File: config.mk
export PLATFORM = sky130hd
export DESIGN_NAME = rcs_seq
export DESIGN_NICKNAME = d
export VERILOG_FILES = /design/src/rcs_pkg.sv /design/src/rcs_mem.sv /design/src/rcs_seq.sv
export VERILOG_INCLUDE_DIRS = /design/src
export SDC_FILE = /design/constraint.sdc
export NUM_CORES = 2
export LEC_CHECK = 0
export BUFFER_PORTS_ARGS = -buffer_cell sky130_fd_sc_hd__buf_2
export CAP_MARGIN = 20
export CORE_ASPECT_RATIO = 0.9
export CORE_MARGIN = 1
export CORE_UTILIZATION = 65
export CTS_CLUSTER_SIZE = 16
export DETAILED_ROUTE_END_ITERATION = 10
export PLACE_DENSITY = 0.82
export SYNTH_ARGS = -nofsm -noshare
export SYNTH_HDL_FRONTEND = slang
export SYNTH_HIERARCHICAL = 1
export SYNTH_SLANG_ARGS = --single-unit
File: constraint.sdc
create_clock -name clk_i -period 11.2 [get_ports clk_i]
set_clock_uncertainty 0.2 [all_clocks]
set_input_delay 0.56 -clock clk_i [delete_from_list [all_inputs] [get_ports clk_i]]
set_output_delay 0.56 -clock clk_i [all_outputs]
set_load 0.005 [all_outputs]
File: src/rcs_map.svh
`ifndef RCS_MAP_SVH
`define RCS_MAP_SVH

// Register byte offsets on the Wishbone slave
`define RCS_A_CTRL 10'h000
`define RCS_A_SHOT_EN 10'h004
`define RCS_A_BLK_SEL 10'h008
`define RCS_A_RECLAIM 10'h00c
`define RCS_A_START 10'h010
`define RCS_A_STATUS 10'h020
// Timing memory window: dead times then discrimination times
`define RCS_A_MEM 10'h100
`define RCS_MEM_BIT 8

// Control register fields
`define RCS_CTRL_EN 0
`define RCS_CTRL_CBK 1

// Status register fields
`define RCS_ST_SHOT 0
`define RCS_ST_FT 5
`define RCS_ST_RUN 10
`define RCS_ST_REQ 11
`define RCS_ST_NUM 13
`define RCS_ST_STATE 16

// Reset values
`define RCS_RST_CTRL 2'h0
`define RCS_RST_SHOT_EN 20'h00000
`define RCS_RST_BLK_SEL 5'h00

// Time base: clock period, tick period and final-trip hold time
`define RCS_CLK_NS 5
`define RCS_TICK_NS 1000000
`define RCS_FT_MS 500
`define RCS_FT_TICKS (`RCS_FT_MS * 1000000 / `RCS_TICK_NS)

// Shape of the sequencer
`define RCS_NREQ 4
`define RCS_NSHOT 5
`define RCS_FT_CRIT 4

`endif

File: src/rcs_pkg.sv
package rcs_pkg;

  // Sequencer states, one-hot
  typedef enum logic [6:0] {
    RCS_READY   = 7'h01,
    RCS_OPEN    = 7'h02,
    RCS_DEAD    = 7'h04,
    RCS_CLOSEW  = 7'h08,
    RCS_DISCR   = 7'h10,
    RCS_RECLAIM = 7'h20,
    RCS_LOCKED  = 7'h40
  } rcs_state_t;

  // Shot search result: found flag and shot index
  typedef struct packed {
    logic found;
    logic [2:0] idx;
  } rcs_shot_t;

endpackage : rcs_pkg

File: src/rcs_mem.sv
`timescale 1ns/1ps

// Timing settings memory, one write port and one registered read port
module rcs_mem #(
  parameter int AW = 6,
  parameter int DW = 18
) (
  // Clock and reset
  input wire logic clk_i,
  input wire logic rst_i,
  // Write port
  input wire logic we_i,
  input wire logic [AW-1:0] waddr_i,
  input wire logic [DW-1:0] wdata_i,
  // Read port
  input wire logic [AW-1:0] raddr_i,
  output logic [DW-1:0] rdata_o
);

  logic [DW-1:0] mem_r [0:(1<<AW)-1];

  // Storage write
  always_ff @(posedge clk_i) begin
    if (we_i) begin
      mem_r[waddr_i] <= wdata_i;
    end
  end

  // Registered read
  always_ff @(posedge clk_i) begin
    if (rst_i) begin
      rdata_o <= '0;
    end else begin
      rdata_o <= mem_r[raddr_i];
    end
  end

endmodule : rcs_mem

File: src/rcs_seq.sv
// What this block does
// - A shot whose block input is active is skipped as if absent.
// - Last shot blocked: request during previous shot's reclaim gives final trip.
// - Each request line has its own start delay; first expiry wins.
// - Simultaneous expiries pick the highest priority; line 1 highest, line 4 lowest.
// - On selection pick first enabled shot, open breaker, time dead time.
// - Each request line enables any combination of the five shots.
// - Starting at shot two or later uses previous shot's discrimination time.
// - Critical request in dead or discrimination time aborts with final trip.
// - Critical request is ignored when idle and during reclaim.
// - Start delay expiry sets the active indication of the first shot.
// - After successful reclose the shot indication holds until reclaim ends.
// - Failed reclose clears current shot indication and sets the next one.
// - Running is set once breaker is told open, cleared at close command.
// - Five final-trip outputs, one per request line plus critical.
// - A final-trip output stays high for half a second then clears.
// - Close-block input withholds only the breaker close command.
// - Close-block release with reclose pending closes the breaker at once.
// - Dead time expiry closes the breaker and starts discrimination time.
// - Reclaim expiry without request ends successfully back at ready.
// - After final trip stay locked until the breaker is closed manually.
//
// Implementation choices: the Wishbone interface to the registers and the register offsets.
`timescale 1ns/1ps
`include "rcs_map.svh"

module rcs_seq import rcs_pkg::*; #(
  parameter int TW = 18,
  parameter int TICK_CYC = `RCS_TICK_NS / `RCS_CLK_NS
) (
  // Clock and reset
  input wire logic clk_i,
  input wire logic rst_i,
  // Wishbone slave
  input wire logic wb_cyc_i,
  input wire logic wb_stb_i,
  input wire logic wb_we_i,
  input wire logic [9:0] wb_adr_i,
  input wire logic [3:0] wb_sel_i,
  input wire logic [31:0] wb_dat_i,
  output logic [31:0] wb_dat_o,
  output logic wb_ack_o,
  // Requests and blocking inputs
  input wire logic [3:0] reclose_req_i,
  input wire logic critical_req_i,
  input wire logic [4:0] shot_block_i,
  input wire logic close_block_i,
  // Breaker
  input wire logic breaker_closed_i,
  output logic breaker_open_o,
  output logic breaker_close_o,
  // Indications
  output logic [4:0] shot_active_o,
  output logic running_o,
  output logic [4:0] final_trip_o
);

  // First available shot at or above lo
  function automatic rcs_shot_t find_shot(input logic [4:0] m, input logic [2:0] lo);
    rcs_shot_t r;
    r = '0;
    for (int i = `RCS_NSHOT - 1; i >= 0; i--) begin
      if (m[i] && (3'(i) >= lo)) begin
        r.found = 1'b1;
        r.idx = 3'(i);
      end
    end
    return r;
  endfunction : find_shot

  // Byte-lane merge of a write into a register
  function automatic logic [31:0] merge(input logic [31:0] o, input logic [31:0] n,
                                        input logic [3:0] s);
    logic [31:0] r;
    r = o;
    for (int b = 0; b < 4; b++) begin
      if (s[b]) begin
        r[b*8 +: 8] = n[b*8 +: 8];
      end
    end
    return r;
  endfunction : merge

  localparam int TCW = $clog2(TICK_CYC + 1);

  rcs_state_t state_r, state_nxt;
  logic [1:0] ctrl_r;
  logic [19:0] shot_en_r;
  logic [4:0] blk_sel_r;
  logic [TW-1:0] reclaim_r;
  logic [TW-1:0] start_r [0:3];
  logic [TW-1:0] eff_start_r [0:3];
  logic [TW-1:0] st_cnt_r [0:3];
  logic [TW-1:0] tmr_r;
  logic [TW-1:0] ft_tmr_r;
  logic [TCW-1:0] div_r;
  logic tick_r;
  logic age_r;
  logic seen_open_r;
  logic [1:0] cur_req_r, req_nxt;
  logic [2:0] cur_shot_r, shot_nxt;
  logic [1:0] scan_r, scan_d_r;
  logic scan_first_d_r;
  logic fin, close_now;
  logic [2:0] fin_cause;

  // Bus decode
  wire bus_req = wb_cyc_i & wb_stb_i & ~wb_ack_o;
  wire bus_wr = wb_cyc_i & wb_stb_i & wb_ack_o & wb_we_i;            // Write lands at the ack edge
  wire mem_hit = wb_adr_i[`RCS_MEM_BIT];
  wire mem_we = bus_wr & mem_hit & (wb_sel_i == 4'hf);
  wire [5:0] mem_waddr = wb_adr_i[7:2];
  wire [TW-1:0] mem_q;

  // Shot availability: enabled and not blocked
  wire [4:0] blk_act = shot_block_i & blk_sel_r;
  wire [4:0] avail [0:3];
  wire rcs_shot_t first [0:3];
  wire [3:0] expired;
  genvar g;
  generate
    for (g = 0; g < `RCS_NREQ; g++) begin : g_req
      assign avail[g] = shot_en_r[g*`RCS_NSHOT +: `RCS_NSHOT] & ~blk_act;
      assign first[g] = find_shot(avail[g], 3'h0);
      assign expired[g] = reclose_req_i[g] & tick_r & first[g].found &
                          (st_cnt_r[g] >= eff_start_r[g]);
    end
  endgenerate

  // Priority pick among expired lines, line 1 first
  wire sel_vld = |expired;
  wire [1:0] sel_req = expired[0] ? 2'd0 : expired[1] ? 2'd1 :
                       expired[2] ? 2'd2 : 2'd3;
  wire rcs_shot_t nxt = find_shot(avail[cur_req_r], cur_shot_r + 3'h1);
  wire any_req = |reclose_req_i;
  wire en = ctrl_r[`RCS_CTRL_EN];
  wire cbk = close_block_i & ctrl_r[`RCS_CTRL_CBK];
  wire crit = critical_req_i;

  // Timing memory address: scan start delays when ready, else current shot
  wire rcs_shot_t scan_first = first[scan_r];
  wire [2:0] scan_prev = scan_first.idx - 3'h1;
  wire mem_dis = (state_r == RCS_DISCR);
  wire [5:0] mem_raddr = (state_r == RCS_READY) ? {1'b1, scan_r, scan_prev} :
                         {mem_dis, cur_req_r, cur_shot_r};
  wire [TW-1:0] target = (state_r == RCS_RECLAIM) ? reclaim_r : mem_q;
  wire expire = tick_r & age_r & (tmr_r >= target);

  rcs_mem #(
    .AW(6),
    .DW(TW)
  ) u_mem (
    .clk_i(clk_i),
    .rst_i(rst_i),
    .we_i(mem_we),
    .waddr_i(mem_waddr),
    .wdata_i(wb_dat_i[TW-1:0]),
    .raddr_i(mem_raddr),
    .rdata_o(mem_q)
  );

  // Sequence decisions
  always_comb begin
    state_nxt = state_r;
    req_nxt = cur_req_r;
    shot_nxt = cur_shot_r;
    fin = 1'b0;
    fin_cause = {1'b0, cur_req_r};
    close_now = 1'b0;
    unique case (state_r)
      RCS_READY: begin
        if (en && sel_vld) begin
          state_nxt = RCS_OPEN;
          req_nxt = sel_req;
          shot_nxt = first[sel_req].idx;
        end
      end
      RCS_OPEN, RCS_DEAD, RCS_CLOSEW: begin
        if (crit) begin
          fin = 1'b1;
          fin_cause = 3'(`RCS_FT_CRIT);
        end else if (state_r == RCS_OPEN) begin
          if (!breaker_closed_i) begin
            state_nxt = RCS_DEAD;
          end
        end else if ((state_r == RCS_DEAD && expire) || state_r == RCS_CLOSEW) begin
          if (cbk) begin
            state_nxt = RCS_CLOSEW;
          end else begin
            close_now = 1'b1;
            state_nxt = RCS_DISCR;
          end
        end
      end
      RCS_DISCR, RCS_RECLAIM: begin
        if (crit && state_r == RCS_DISCR) begin
          fin = 1'b1;
          fin_cause = 3'(`RCS_FT_CRIT);
        end else if (any_req) begin
          if (nxt.found) begin
            shot_nxt = nxt.idx;
            state_nxt = RCS_OPEN;
          end else begin
            fin = 1'b1;
          end
        end else if (expire) begin
          state_nxt = (state_r == RCS_DISCR) ? RCS_RECLAIM : RCS_READY;
        end
      end
      RCS_LOCKED: begin
        if (seen_open_r && breaker_closed_i) begin
          state_nxt = RCS_READY;
        end
      end
    endcase
    if (fin) begin
      state_nxt = RCS_LOCKED;
    end
  end

  // Shot indication follows the shot while a sequence is live
  wire live_nxt = (state_nxt != RCS_READY) && (state_nxt != RCS_LOCKED);
  wire [4:0] shot_oh = 5'h01 << shot_nxt;
  wire run_nxt = (state_nxt == RCS_OPEN) || (state_nxt == RCS_DEAD) ||
                 (state_nxt == RCS_CLOSEW);
  wire open_nxt = (state_nxt == RCS_OPEN && state_r != RCS_OPEN) ||
                  (state_nxt == RCS_OPEN && breaker_closed_i) ||
                  (state_nxt == RCS_LOCKED && breaker_closed_i && !(seen_open_r &&
                   state_r == RCS_LOCKED));

  // Common time-base tick
  always_ff @(posedge clk_i) begin
    if (rst_i) begin
      div_r <= '0;
      tick_r <= 1'b0;
    end else begin
      tick_r <= (div_r == TCW'(TICK_CYC - 1));
      div_r <= (div_r == TCW'(TICK_CYC - 1)) ? '0 : div_r + TCW'(1);
    end
  end

  // Per-line start delay counters, running only while ready
  always_ff @(posedge clk_i) begin
    for (int i = 0; i < `RCS_NREQ; i++) begin
      if (rst_i || state_r != RCS_READY || !reclose_req_i[i]) begin
        st_cnt_r[i] <= '0;
      end else if (tick_r && st_cnt_r[i] != '1) begin
        st_cnt_r[i] <= st_cnt_r[i] + TW'(1);
      end
    end
  end

  // Effective start delay per line, refreshed by a rolling scan
  always_ff @(posedge clk_i) begin
    if (rst_i) begin
      scan_r <= '0;
      scan_d_r <= '0;
      scan_first_d_r <= 1'b1;
      for (int i = 0; i < `RCS_NREQ; i++) begin
        eff_start_r[i] <= '0;
      end
    end else begin
      scan_r <= scan_r + 2'd1;
      scan_d_r <= scan_r;
      scan_first_d_r <= (scan_first.idx == 3'h0);
      if (state_r == RCS_READY && age_r) begin                          // Stale word on entry
        eff_start_r[scan_d_r] <= scan_first_d_r ? start_r[scan_d_r] : mem_q;
      end
    end
  end

  // Sequence state and shot timer
  always_ff @(posedge clk_i) begin
    if (rst_i) begin
      state_r <= RCS_READY;
      cur_req_r <= '0;
      cur_shot_r <= '0;
      tmr_r <= '0;
      age_r <= 1'b0;
      seen_open_r <= 1'b0;
    end else begin
      state_r <= state_nxt;
      cur_req_r <= req_nxt;
      cur_shot_r <= shot_nxt;
      age_r <= (state_nxt == state_r);
      tmr_r <= (state_nxt != state_r) ? '0 : tmr_r + TW'(tick_r);
      seen_open_r <= (state_r == RCS_LOCKED) & (seen_open_r | ~breaker_closed_i);
    end
  end

  // Breaker commands and indications
  always_ff @(posedge clk_i) begin
    if (rst_i) begin
      breaker_open_o <= 1'b0;
      breaker_close_o <= 1'b0;
      shot_active_o <= '0;
      running_o <= 1'b0;
    end else begin
      breaker_open_o <= open_nxt;
      breaker_close_o <= close_now;
      shot_active_o <= live_nxt ? shot_oh : 5'h00;
      running_o <= run_nxt;
    end
  end

  // Final-trip indication with automatic clear
  always_ff @(posedge clk_i) begin
    if (rst_i) begin
      final_trip_o <= '0;
      ft_tmr_r <= '0;
    end else if (fin) begin
      final_trip_o <= 5'h01 << fin_cause;
      ft_tmr_r <= '0;
    end else if (final_trip_o != 5'h00) begin
      ft_tmr_r <= ft_tmr_r + TW'(tick_r);
      if (tick_r && ft_tmr_r >= TW'(`RCS_FT_TICKS - 1)) begin
        final_trip_o <= '0;
      end
    end
  end

  // Register read mux
  wire [31:0] status = {9'h000, state_r, cur_shot_r, cur_req_r, running_o,
                        final_trip_o, shot_active_o};
  wire [3:0] st_idx = wb_adr_i[5:2] - 4'h4;
  wire start_hit = (wb_adr_i[9:4] == 6'(`RCS_A_START >> 4)) && !mem_hit;
  wire [31:0] rd_mux =
    (wb_adr_i == `RCS_A_CTRL) ? {30'h0, ctrl_r} :
    (wb_adr_i == `RCS_A_SHOT_EN) ? {12'h000, shot_en_r} :
    (wb_adr_i == `RCS_A_BLK_SEL) ? {27'h0, blk_sel_r} :
    (wb_adr_i == `RCS_A_RECLAIM) ? 32'(reclaim_r) :
    start_hit ? 32'(start_r[st_idx[1:0]]) :
    (wb_adr_i == `RCS_A_STATUS) ? status : 32'h0;

  // Wishbone answer one cycle after the request
  always_ff @(posedge clk_i) begin
    if (rst_i) begin
      wb_ack_o <= 1'b0;
      wb_dat_o <= '0;
    end else begin
      wb_ack_o <= bus_req;
      wb_dat_o <= bus_req ? rd_mux : 32'h0;
    end
  end

  // Register writes
  always_ff @(posedge clk_i) begin
    if (rst_i) begin
      ctrl_r <= `RCS_RST_CTRL;
      shot_en_r <= `RCS_RST_SHOT_EN;
      blk_sel_r <= `RCS_RST_BLK_SEL;
      reclaim_r <= '0;
      for (int i = 0; i < `RCS_NREQ; i++) begin
        start_r[i] <= '0;
      end
    end else if (bus_wr && !mem_hit) begin
      if (wb_adr_i == `RCS_A_CTRL) begin
        ctrl_r <= 2'(merge({30'h0, ctrl_r}, wb_dat_i, wb_sel_i));
      end
      if (wb_adr_i == `RCS_A_SHOT_EN) begin
        shot_en_r <= 20'(merge({12'h000, shot_en_r}, wb_dat_i, wb_sel_i));
      end
      if (wb_adr_i == `RCS_A_BLK_SEL) begin
        blk_sel_r <= 5'(merge({27'h0, blk_sel_r}, wb_dat_i, wb_sel_i));
      end
      if (wb_adr_i == `RCS_A_RECLAIM) begin
        reclaim_r <= TW'(merge(32'(reclaim_r), wb_dat_i, wb_sel_i));
      end
      if (start_hit) begin
        start_r[st_idx[1:0]] <= TW'(merge(32'(start_r[st_idx[1:0]]), wb_dat_i, wb_sel_i));
      end
    end
  end

endmodule : rcs_seq

=== Word level (Yosys, flattened, before mapping) ===
Memory sizes are Yosys's and may differ from the RTL's. A register that Yosys moved wholly into a read port is not among the register bits.
Index checks and enable logic that the tools add are counted.

* Register bits after elaboration: 165
* Memory bits (writable): 1,368
* Input bits: 63
* Output and inout port bits: 46
* Logic and storage cells: 332
* Memories kept: 4

{| class="wikitable"
|+ Memory list
! name !! words !! width !! read ports !! clocked after memory_dff !! write ports !! line !! text
|-
| u_mem.mem_r || 64 || 18 || 1 || 1 || 1 || rcs_mem.sv:20 || <nowiki>logic [DW-1:0] mem_r [0:(1<<AW)-1];</nowiki>
|-
| eff_start_r || 4 || 18 || 4 || 0 || 4 || rcs_seq.sv:92 || <nowiki>logic [TW-1:0] eff_start_r [0:3];</nowiki>
|-
| st_cnt_r || 4 || 18 || 4 || 0 || 4 || rcs_seq.sv:93 || <nowiki>logic [TW-1:0] st_cnt_r [0:3];</nowiki>
|-
| start_r || 4 || 18 || 2 || 1 || 4 || rcs_seq.sv:91 || <nowiki>logic [TW-1:0] start_r [0:3];</nowiki>
|}

* Add/subtract/negate cells: 11
* Magnitude comparators: 14
* Eq/ne operators: 28
* Shift operators: 2
* Mux-type cells: 131
* Bitwise operators: 43
* Reduce and logical (&&, ||, !) cells: 69

{| class="wikitable"
|+ Operators by type and width
! cell !! number
|-
| 2-to-1 mux 18 bit || 8
|-
| 2-to-1 mux 20 bit || 5
|-
| 2-to-1 mux 4 bit || 25
|-
| adder 18 x 1 -> 18 bit, second input constant || 5
|-
| >= comparator 18 bit || 5
|-
| 2-to-1 mux 7 bit || 11
|-
| inequality test 18 bit, second input constant || 4
|-
| 2-to-1 mux 8 bit || 8
|-
| 2-to-1 mux 1 bit || 39
|-
| adder 18 x 1 -> 18 bit || 2
|-
| OR reduction 18 bit || 2
|-
| 2-to-1 mux 3 bit || 10
|-
| 2-to-1 mux 5 bit || 6
|-
| case mux 7 bit (4 select lines) || 1
|-
| AND 5 bit || 5
|-
| AND reduction 3 bit || 8
|-
| logical AND 1 bit || 23
|-
| AND 1 bit || 22
|-
| == test 10 x 4 -> 1 bit, second input constant || 2
|-
| 2-to-1 mux 2 bit || 10
|-
| == test 18 bit, second input constant || 1
|-
| >= comparator 18 x 9 -> 1 bit, second input constant || 1
|-
| binary-select mux 4 bit (select 2 bit) || 2
|-
| == test 7 x 2 -> 1 bit, second input constant || 2
|-
| other kinds (45) || 91
|}

=== Longest topological paths before layout ===
* Word-level depth: 21
* Gate-level depth with buffers: 20
* Depth with buffers taken out: 15

=== Hierarchy ===
The synthesis kept the hierarchy.

{| class="wikitable"
|+ By module, submodules not included
! module !! instances !! cells each !! area each (um^2) !! seq. area each (um^2)
|-
| rcs_mem || 1 || 2,028 || 44,765.4 || 34,953.5
|-
| rcs_seq || 1 || 2,087 || 20,442.1 || 9,609.2
|}

=== Worst setup path after synthesis ===
OpenSTA, ideal clock, no wires.

* Path type: register to register
* Start: register state_r[0]
* End: register tmr_r[2]
* Library setup time: 0.062 ns
* Data arrival time: 4.725 ns
* Data required time: 10.938 ns
* Path slack: 6.213 ns
* Cell stages (with the launch flop): 20
* Buffers on the path: 5
* Period minus slack after synthesis: 4.987 ns
* Cell sequence: dfxtp_1 or4_4 nor3_1 buf_1 buf_1 mux2i_1 ha_1 a21o_1 a211oi_1 o21ai_0 a21oi_1 or2_2 clkbuf_1 a21oi_1 a2111oi_0 o211ai_1 a2111o_1 buf_6 buf_12 nor2_4

* Longest elaborated chain between the ends: 13
* Elaborated cells on any way between the ends: 32
* Those cells by class: 1 x order compare; 8 x eq/ne; 16 x mux; 1 x bitwise; 6 x reduce/logical

{| class="wikitable"
|+ RTL lines
! item !! line !! text
|-
| start: declaration || rcs_seq.sv:86 || <nowiki>rcs_state_t state_r, state_nxt;</nowiki>
|-
| start signal: assignment || rcs_seq.sv:282 || <nowiki>state_r <= state_nxt;</nowiki>
|-
| == test 7 x 6 -> 1 bit || rcs_seq.sv:146, rcs_seq.sv:170 ||
|-
| 2-to-1 mux 18 bit || rcs_seq.sv:146 || <nowiki>wire [TW-1:0] target = (state_r == RCS_RECLAIM) ? reclaim_r : mem_q;</nowiki>
|-
| >= comparator 18 bit || rcs_seq.sv:147 || <nowiki>wire expire = tick_r & age_r & (tmr_r >= target);</nowiki>
|-
| AND 1 bit || rcs_seq.sv:147 ||
|-
| logical AND 1 bit || rcs_seq.sv:186 || <nowiki>end else if ((state_r == RCS_DEAD && expire) || state_r == RCS_CLOSEW) begin</nowiki>
|-
| logical OR 1 bit || rcs_seq.sv:186 ||
|-
| 2-to-1 mux 7 bit || rcs_seq.sv:186 ||
|-
| 2-to-1 mux 7 bit || rcs_seq.sv:182 || <nowiki>end else if (state_r == RCS_OPEN) begin</nowiki>
|-
| 2-to-1 mux 7 bit || rcs_seq.sv:179 || <nowiki>if (crit) begin</nowiki>
|-
| case mux 7 bit (4 select lines) || rcs_seq.sv:170 || <nowiki>unique case (state_r)</nowiki>
|-
| 2-to-1 mux 7 bit || rcs_seq.sv:216 || <nowiki>if (fin) begin</nowiki>
|-
| inequality test 7 bit (*) || rcs_seq.sv:286 || <nowiki>tmr_r <= (state_nxt != state_r) ? '0 : tmr_r + TW'(tick_r);</nowiki>
|-
| OR reduction 2 bit (no source line) (*) || n/a ||
|-
| end signal: assignment || rcs_seq.sv:286 ||
|-
| end: declaration || rcs_seq.sv:94 || <nowiki>logic [TW-1:0] tmr_r;</nowiki>
|}

Mark *: on every way between the ends. The rest lies on a longest branch, timed or not.
A chain may end at the register's enable or synchronous reset.

=== Worst setup path in the final report ===
* Start: register blk_sel_r[0]
* End: register u_mem.rdata_o[9], read port of u_mem.mem_r

* Longest elaborated chain between the ends: 9
* Elaborated cells on any way between the ends: 15
* Those cells by class: 1 x add/sub; 8 x mux; 6 x bitwise

{| class="wikitable"
|+ RTL lines
! item !! line !! text
|-
| start: declaration || rcs_seq.sv:89 || <nowiki>logic [4:0] blk_sel_r;</nowiki>
|-
| start signal: assignment || rcs_seq.sv:351 || <nowiki>blk_sel_r <= `RCS_RST_BLK_SEL;</nowiki>
|-
| start signal: assignment || rcs_seq.sv:364 || <nowiki>blk_sel_r <= 5'(merge({27'h0, blk_sel_r}, wb_dat_i, wb_sel_i));</nowiki>
|-
| AND 5 bit (*) || rcs_seq.sv:116 || <nowiki>wire [4:0] blk_act = shot_block_i & blk_sel_r;</nowiki>
|-
| inverter 5 bit (*) || rcs_seq.sv:123 || <nowiki>assign avail[g] = shot_en_r[g*`RCS_NSHOT +: `RCS_NSHOT] & ~blk_act;</nowiki>
|-
| AND 5 bit || rcs_seq.sv:123 ||
|-
| 2-to-1 mux 4 bit || rcs_seq.sv:63 || <nowiki>if (m[i] && (3'(i) >= lo)) begin</nowiki>
|-
| binary-select mux 4 bit (select 2 bit) (*) || rcs_seq.sv:141 || <nowiki>wire rcs_shot_t scan_first = first[scan_r];</nowiki>
|-
| 2-to-1 mux 3 bit (not written as such) (*) (2 in a row) || rcs_seq.sv:141 ||
|-
| subtractor 3 x 1 -> 3 bit (*) || rcs_seq.sv:142 || <nowiki>wire [2:0] scan_prev = scan_first.idx - 3'h1;</nowiki>
|-
| 2-to-1 mux 6 bit (*) || rcs_seq.sv:144 || <nowiki>wire [5:0] mem_raddr = (state_r == RCS_READY) ? {1'b1, scan_r, scan_prev} :</nowiki>
|-
| net mem_raddr[2] || rcs_seq.sv:144 ||
|-
| end: declaration || rcs_mem.sv:17 || <nowiki>output logic [DW-1:0] rdata_o</nowiki>
|}

The timed path passes the listed nets; every way through them passes the cells marked *. The select of a mux whose other input is x is not followed.

==> run summary <==
Result of the run: completed
Starting utilization of the core area: 66.0%
Maximum resistive drop on vdd: 0.159 mV
Async set-or-reset flop fraction in the synthesized netlist: 0%
Number of enable-type register cells in the synthesized netlist: 1368
Relative slew slack: 19.8%
Post-synthesis compound-gate area fraction: 4.74%
Crit path required time: 11.71 ns
Critical-path cell list: nand2_1, and2_1, nor4_1, nand3_1, mux4_2, ha_1, o21ai_4, buf_12, buf_4, mux4_2, mux2_2, o22ai_1, nor4_1, a31o_2
Reg clk slew, reported paths: 0.06 ns
Setup-failing EPs final: 0
Crit path depth: 14
Post-route worst setup slack: 4.98 ns
Worst path bufs/invs: 2
Worst hold path stage count: 4
Flip-flop and latch count after synthesis: 1542
Proportion of synthesized area in mux cells: 13.5%
Count of final max-slew check failures: 0
Post-synth top area cell: sky130_fd_sc_hd__edfxtp_1
Number of buffers between clock root and the deepest sink: 3
Width of the die: 336 µm
Overflow left after global routing: 0
Relative contribution of sequential cells to total power: 53.0%
Sw power: 0.00275 W
Share of the yosys chip area belonging to registers: 68.3%
Residual antenna-violating net count after detailed routing: 0
Category of the critical setup timing path: flop to flop
Area of the die: 102000 µm²
Pre-CTS setup slack: 4.92 ns
Via count normalized by instance count: 7.00
Sw frac: 23.0%
Synthesized-area fraction occupied by and/or/nand/nor cells: 7.44%
Vias in the first global route: 39200
Initial antenna violation count: 11
Relative contribution of combinational cells to total power: 5.4%
Non-filler instance count after layout: 5745
Sum of routed wire length over all layers: 184000 µm
Clock tree from TritonCTS: done
Largest family of logic cells by synthesized area: multiplexers
Cells after synthesis: 4115
Arrival time at the worst endpoint: 6.73 ns
CP Max Fanout: 104
First-iteration detailed-routing DRC count: 6566
Wire length of the first global-routing pass: 264000 µm
Class of the most critical hold timing path: input port to flop
Post-synthesis average cell area: 15.8 µm²
Ratio of cells with drive above 1 in the final layout: 20.9%
Final hold viol count: 0
Count of port buffers added during placement: 87
Proportion of power drawn by the clock network: 41.6%
Final critical-path required period: 6.22 ns
HPWL after detailed placement: 105000 µm
Number of iterations in the first detailed-routing pass: 9
Maximum number of pins on one net before global-route repair: 125
Number of placed I/O pins: 109
GRT Total Usage: 36.6%
Ratio of final minimum period to clock period: 55.5%
Worst-skew pair later-pin latency: 0.78 ns
Setup TNS after final layout: 0 ns
Library cells used by synthesis: 91
RSZ-0062 raised after global routing: false
Clock Sinks: 1542
Final GP Congestion: 0.957
Count of unresolved DRC violations after routing: 0
H-tree depth reported by CTS: 4
Top-area cell type share of the netlist area: 63.0%
Standard-cell row count: 109
Achievable clock frequency: 0.161 GHz
# resized after CTS: 0
Crit. End Element: flop
Layout fillers: 5511
Power Dens Cells: 165 nW/µm²
Core outline area: 98700 µm²
Post-CTS Repair Setup Buffers: 0
Synth warn: 6
Nature of the critical path startpoint: flop
Relative area change from synthesis to final layout: 11.3%
Vias: 40200
Area of the mapped netlist: 65200 µm²
Clock tree root driver cell: sky130_fd_sc_hd__clkbuf_16
Cell area reported after detailed placement: 67400 µm²
Cell Int Power: 0.00920 W
Xor/xnor share of the synthesized area: 1.50%
Worst-path cell with the longest stage delay: sky130_fd_sc_hd__nor4_1
Leakage: 25.2 nW
Most instantiated flip-flop cell in the synthesis netlist: sky130_fd_sc_hd__edfxtp_1
Cell types with the highest counts after synthesis: sky130_fd_sc_hd__edfxtp_1, sky130_fd_sc_hd__nor2_1, sky130_fd_sc_hd__mux4_2, sky130_fd_sc_hd__nand2_1, sky130_fd_sc_hd__dfxtp_1
Avg WL per Cell: 32.1 µm
Largest delay contributor family on the critical path: simple AND/OR/NAND/NOR gates
Cell count after placement: 5445
Most frequent cell after synthesis: sky130_fd_sc_hd__edfxtp_1
Number of buffers created by CTS: 146
Post-route design area: 72600 µm²
Slowest cell delay on critical path: 1.10 ns
R2R setup slack: 4.98 ns
Number of cells on the worst reg-to-reg path: 14
Final #Nets: 4454
# Max-Cap Violations: 0
Largest cells by area after synthesis: sky130_fd_sc_hd__edfxtp_1, sky130_fd_sc_hd__mux4_2, sky130_fd_sc_hd__dfxtp_1
Actual transition at the worst max-transition pin: 1.19 ns
Die Ht: 302 µm
Total power consumption of the routed design: 0.0120 W
Synthesized-area fraction occupied by adder cells: 2.00%
-- power groups by stage --
stage | Sequential (W) | Clock, W | Combinational [W]
floorplan | 0.00644 | 0 | 0.000329
global placement | 0.00646 | 0 | 0.000575
finish | 0.00634 | 0.00497 | 0.000648
CTS | 0.00633 | 0.00497 | 0.000611
detailed placement | 0.00646 | 0 | 0.000595
global route | 0.00634 | 0.00518 | 0.000664
-- metrics by stage --
step | hold WS (ns) | util, %
after global routing | 0.0221 | 73.5
after global placement | 0.240 | 68.1
final | 0.0356 | 73.5
after CTS | 0.00647 | 73.1
after detailed placement | 0.255 | 68.3
after floorplan | 0.226 | -
-- cell type report --
type                            instances  area, µm²  share of cell area, %
Clock buffer                          185       3900                   5.38
Antenna cell                            2       5.00                0.00690
Tap cell                             1332       1670                   2.30
Multi-Input combinational cell       2236      19300                   26.6
Sequential cell                      1542      44600                   61.4
Inverter                              139        522                  0.719
Clock inverter                         87        840                   1.16
Timing Repair Buffer                  222       1760                   2.42
-- worst min-delay path, cell delays in order --
cell and delay [ns]:
sky130_fd_sc_hd__buf_2 0.11, sky130_fd_sc_hd__nand2_1 0.06, sky130_fd_sc_hd__or3_1 0.17, sky130_fd_sc_hd__nor2_1 0.06
-- placed cells by master, fill, tap and decap left out, types with 46 or more instances in the layout --
cell type,synthesis,routed
sky130_fd_sc_hd__a21oi_1,99,99
sky130_fd_sc_hd__buf_2,35,90
sky130_fd_sc_hd__buf_4,30,95
sky130_fd_sc_hd__clkbuf_16,0,148
sky130_fd_sc_hd__dfxtp_1,174,174
sky130_fd_sc_hd__edfxtp_1,1368,1368
sky130_fd_sc_hd__ha_1,104,104
sky130_fd_sc_hd__inv_1,137,137
sky130_fd_sc_hd__mux2_2,65,65
sky130_fd_sc_hd__mux2i_1,129,129
sky130_fd_sc_hd__mux4_2,302,302
sky130_fd_sc_hd__nand2_1,256,255
sky130_fd_sc_hd__nand3_1,120,120
sky130_fd_sc_hd__nor2_1,413,350
sky130_fd_sc_hd__nor2_2,3,65
sky130_fd_sc_hd__o21ai_0,91,88
sky130_fd_sc_hd__o22ai_1,46,46
sky130_fd_sc_hd__xnor2_1,48,48
sky130_fd_sc_hd__xor2_1,64,64
-- layer usage --
metal / GRT usage [%] / wire (µm)
met2: 55.4 / 84500
met1: 49.0 / 63000
met3: 12.1 / 27100
met5: 0 / 75
met4: 16.5 / 9650
-- registers in the layout, summed over array words and instances, names as in the netlist, 20 cells and up --
register     count
shot_en_r       20
st_cnt_r        72
eff_start_r     72
wb_dat_o        23
u_mem/mem_r   1152
start_r         72
-- final timing paths --
path / from / to
worst min-delay path: wb_cyc_i / wb_dat_o[3]$_SDFF_PP0_
worst max register to register: blk_sel_r[0]$_SDFFE_PP0P_ / u_mem/rdata_o[9]$_SDFF_PP0_
worst min register to register: div_r[0]$_SDFF_PP0_ / div_r[0]$_SDFF_PP0_
worst max-delay path: blk_sel_r[0]$_SDFFE_PP0P_ / u_mem/rdata_o[9]$_SDFF_PP0_
-- kinds of logic after synthesis --
| family | after synthesis |
|---|---|
| flops | 1542 |
| simple gates | 1056 |
| compound gates | 459 |
| xor+xnor | 112 |
| other cells | 1 |
| buf+inv | 345 |
| fa+ha+maj | 104 |
| mux | 496 |
-- repair_timing --
| item | 4_1_cts | 5_1_grt |
|---|---|---|
| setup endpoints to repair | 0 | 0 |
| hold buffers | 4 | 0 |
| hold endpoints to repair | 4 | 0 |
No activity file was read; power rests on OpenSTA's default activity.
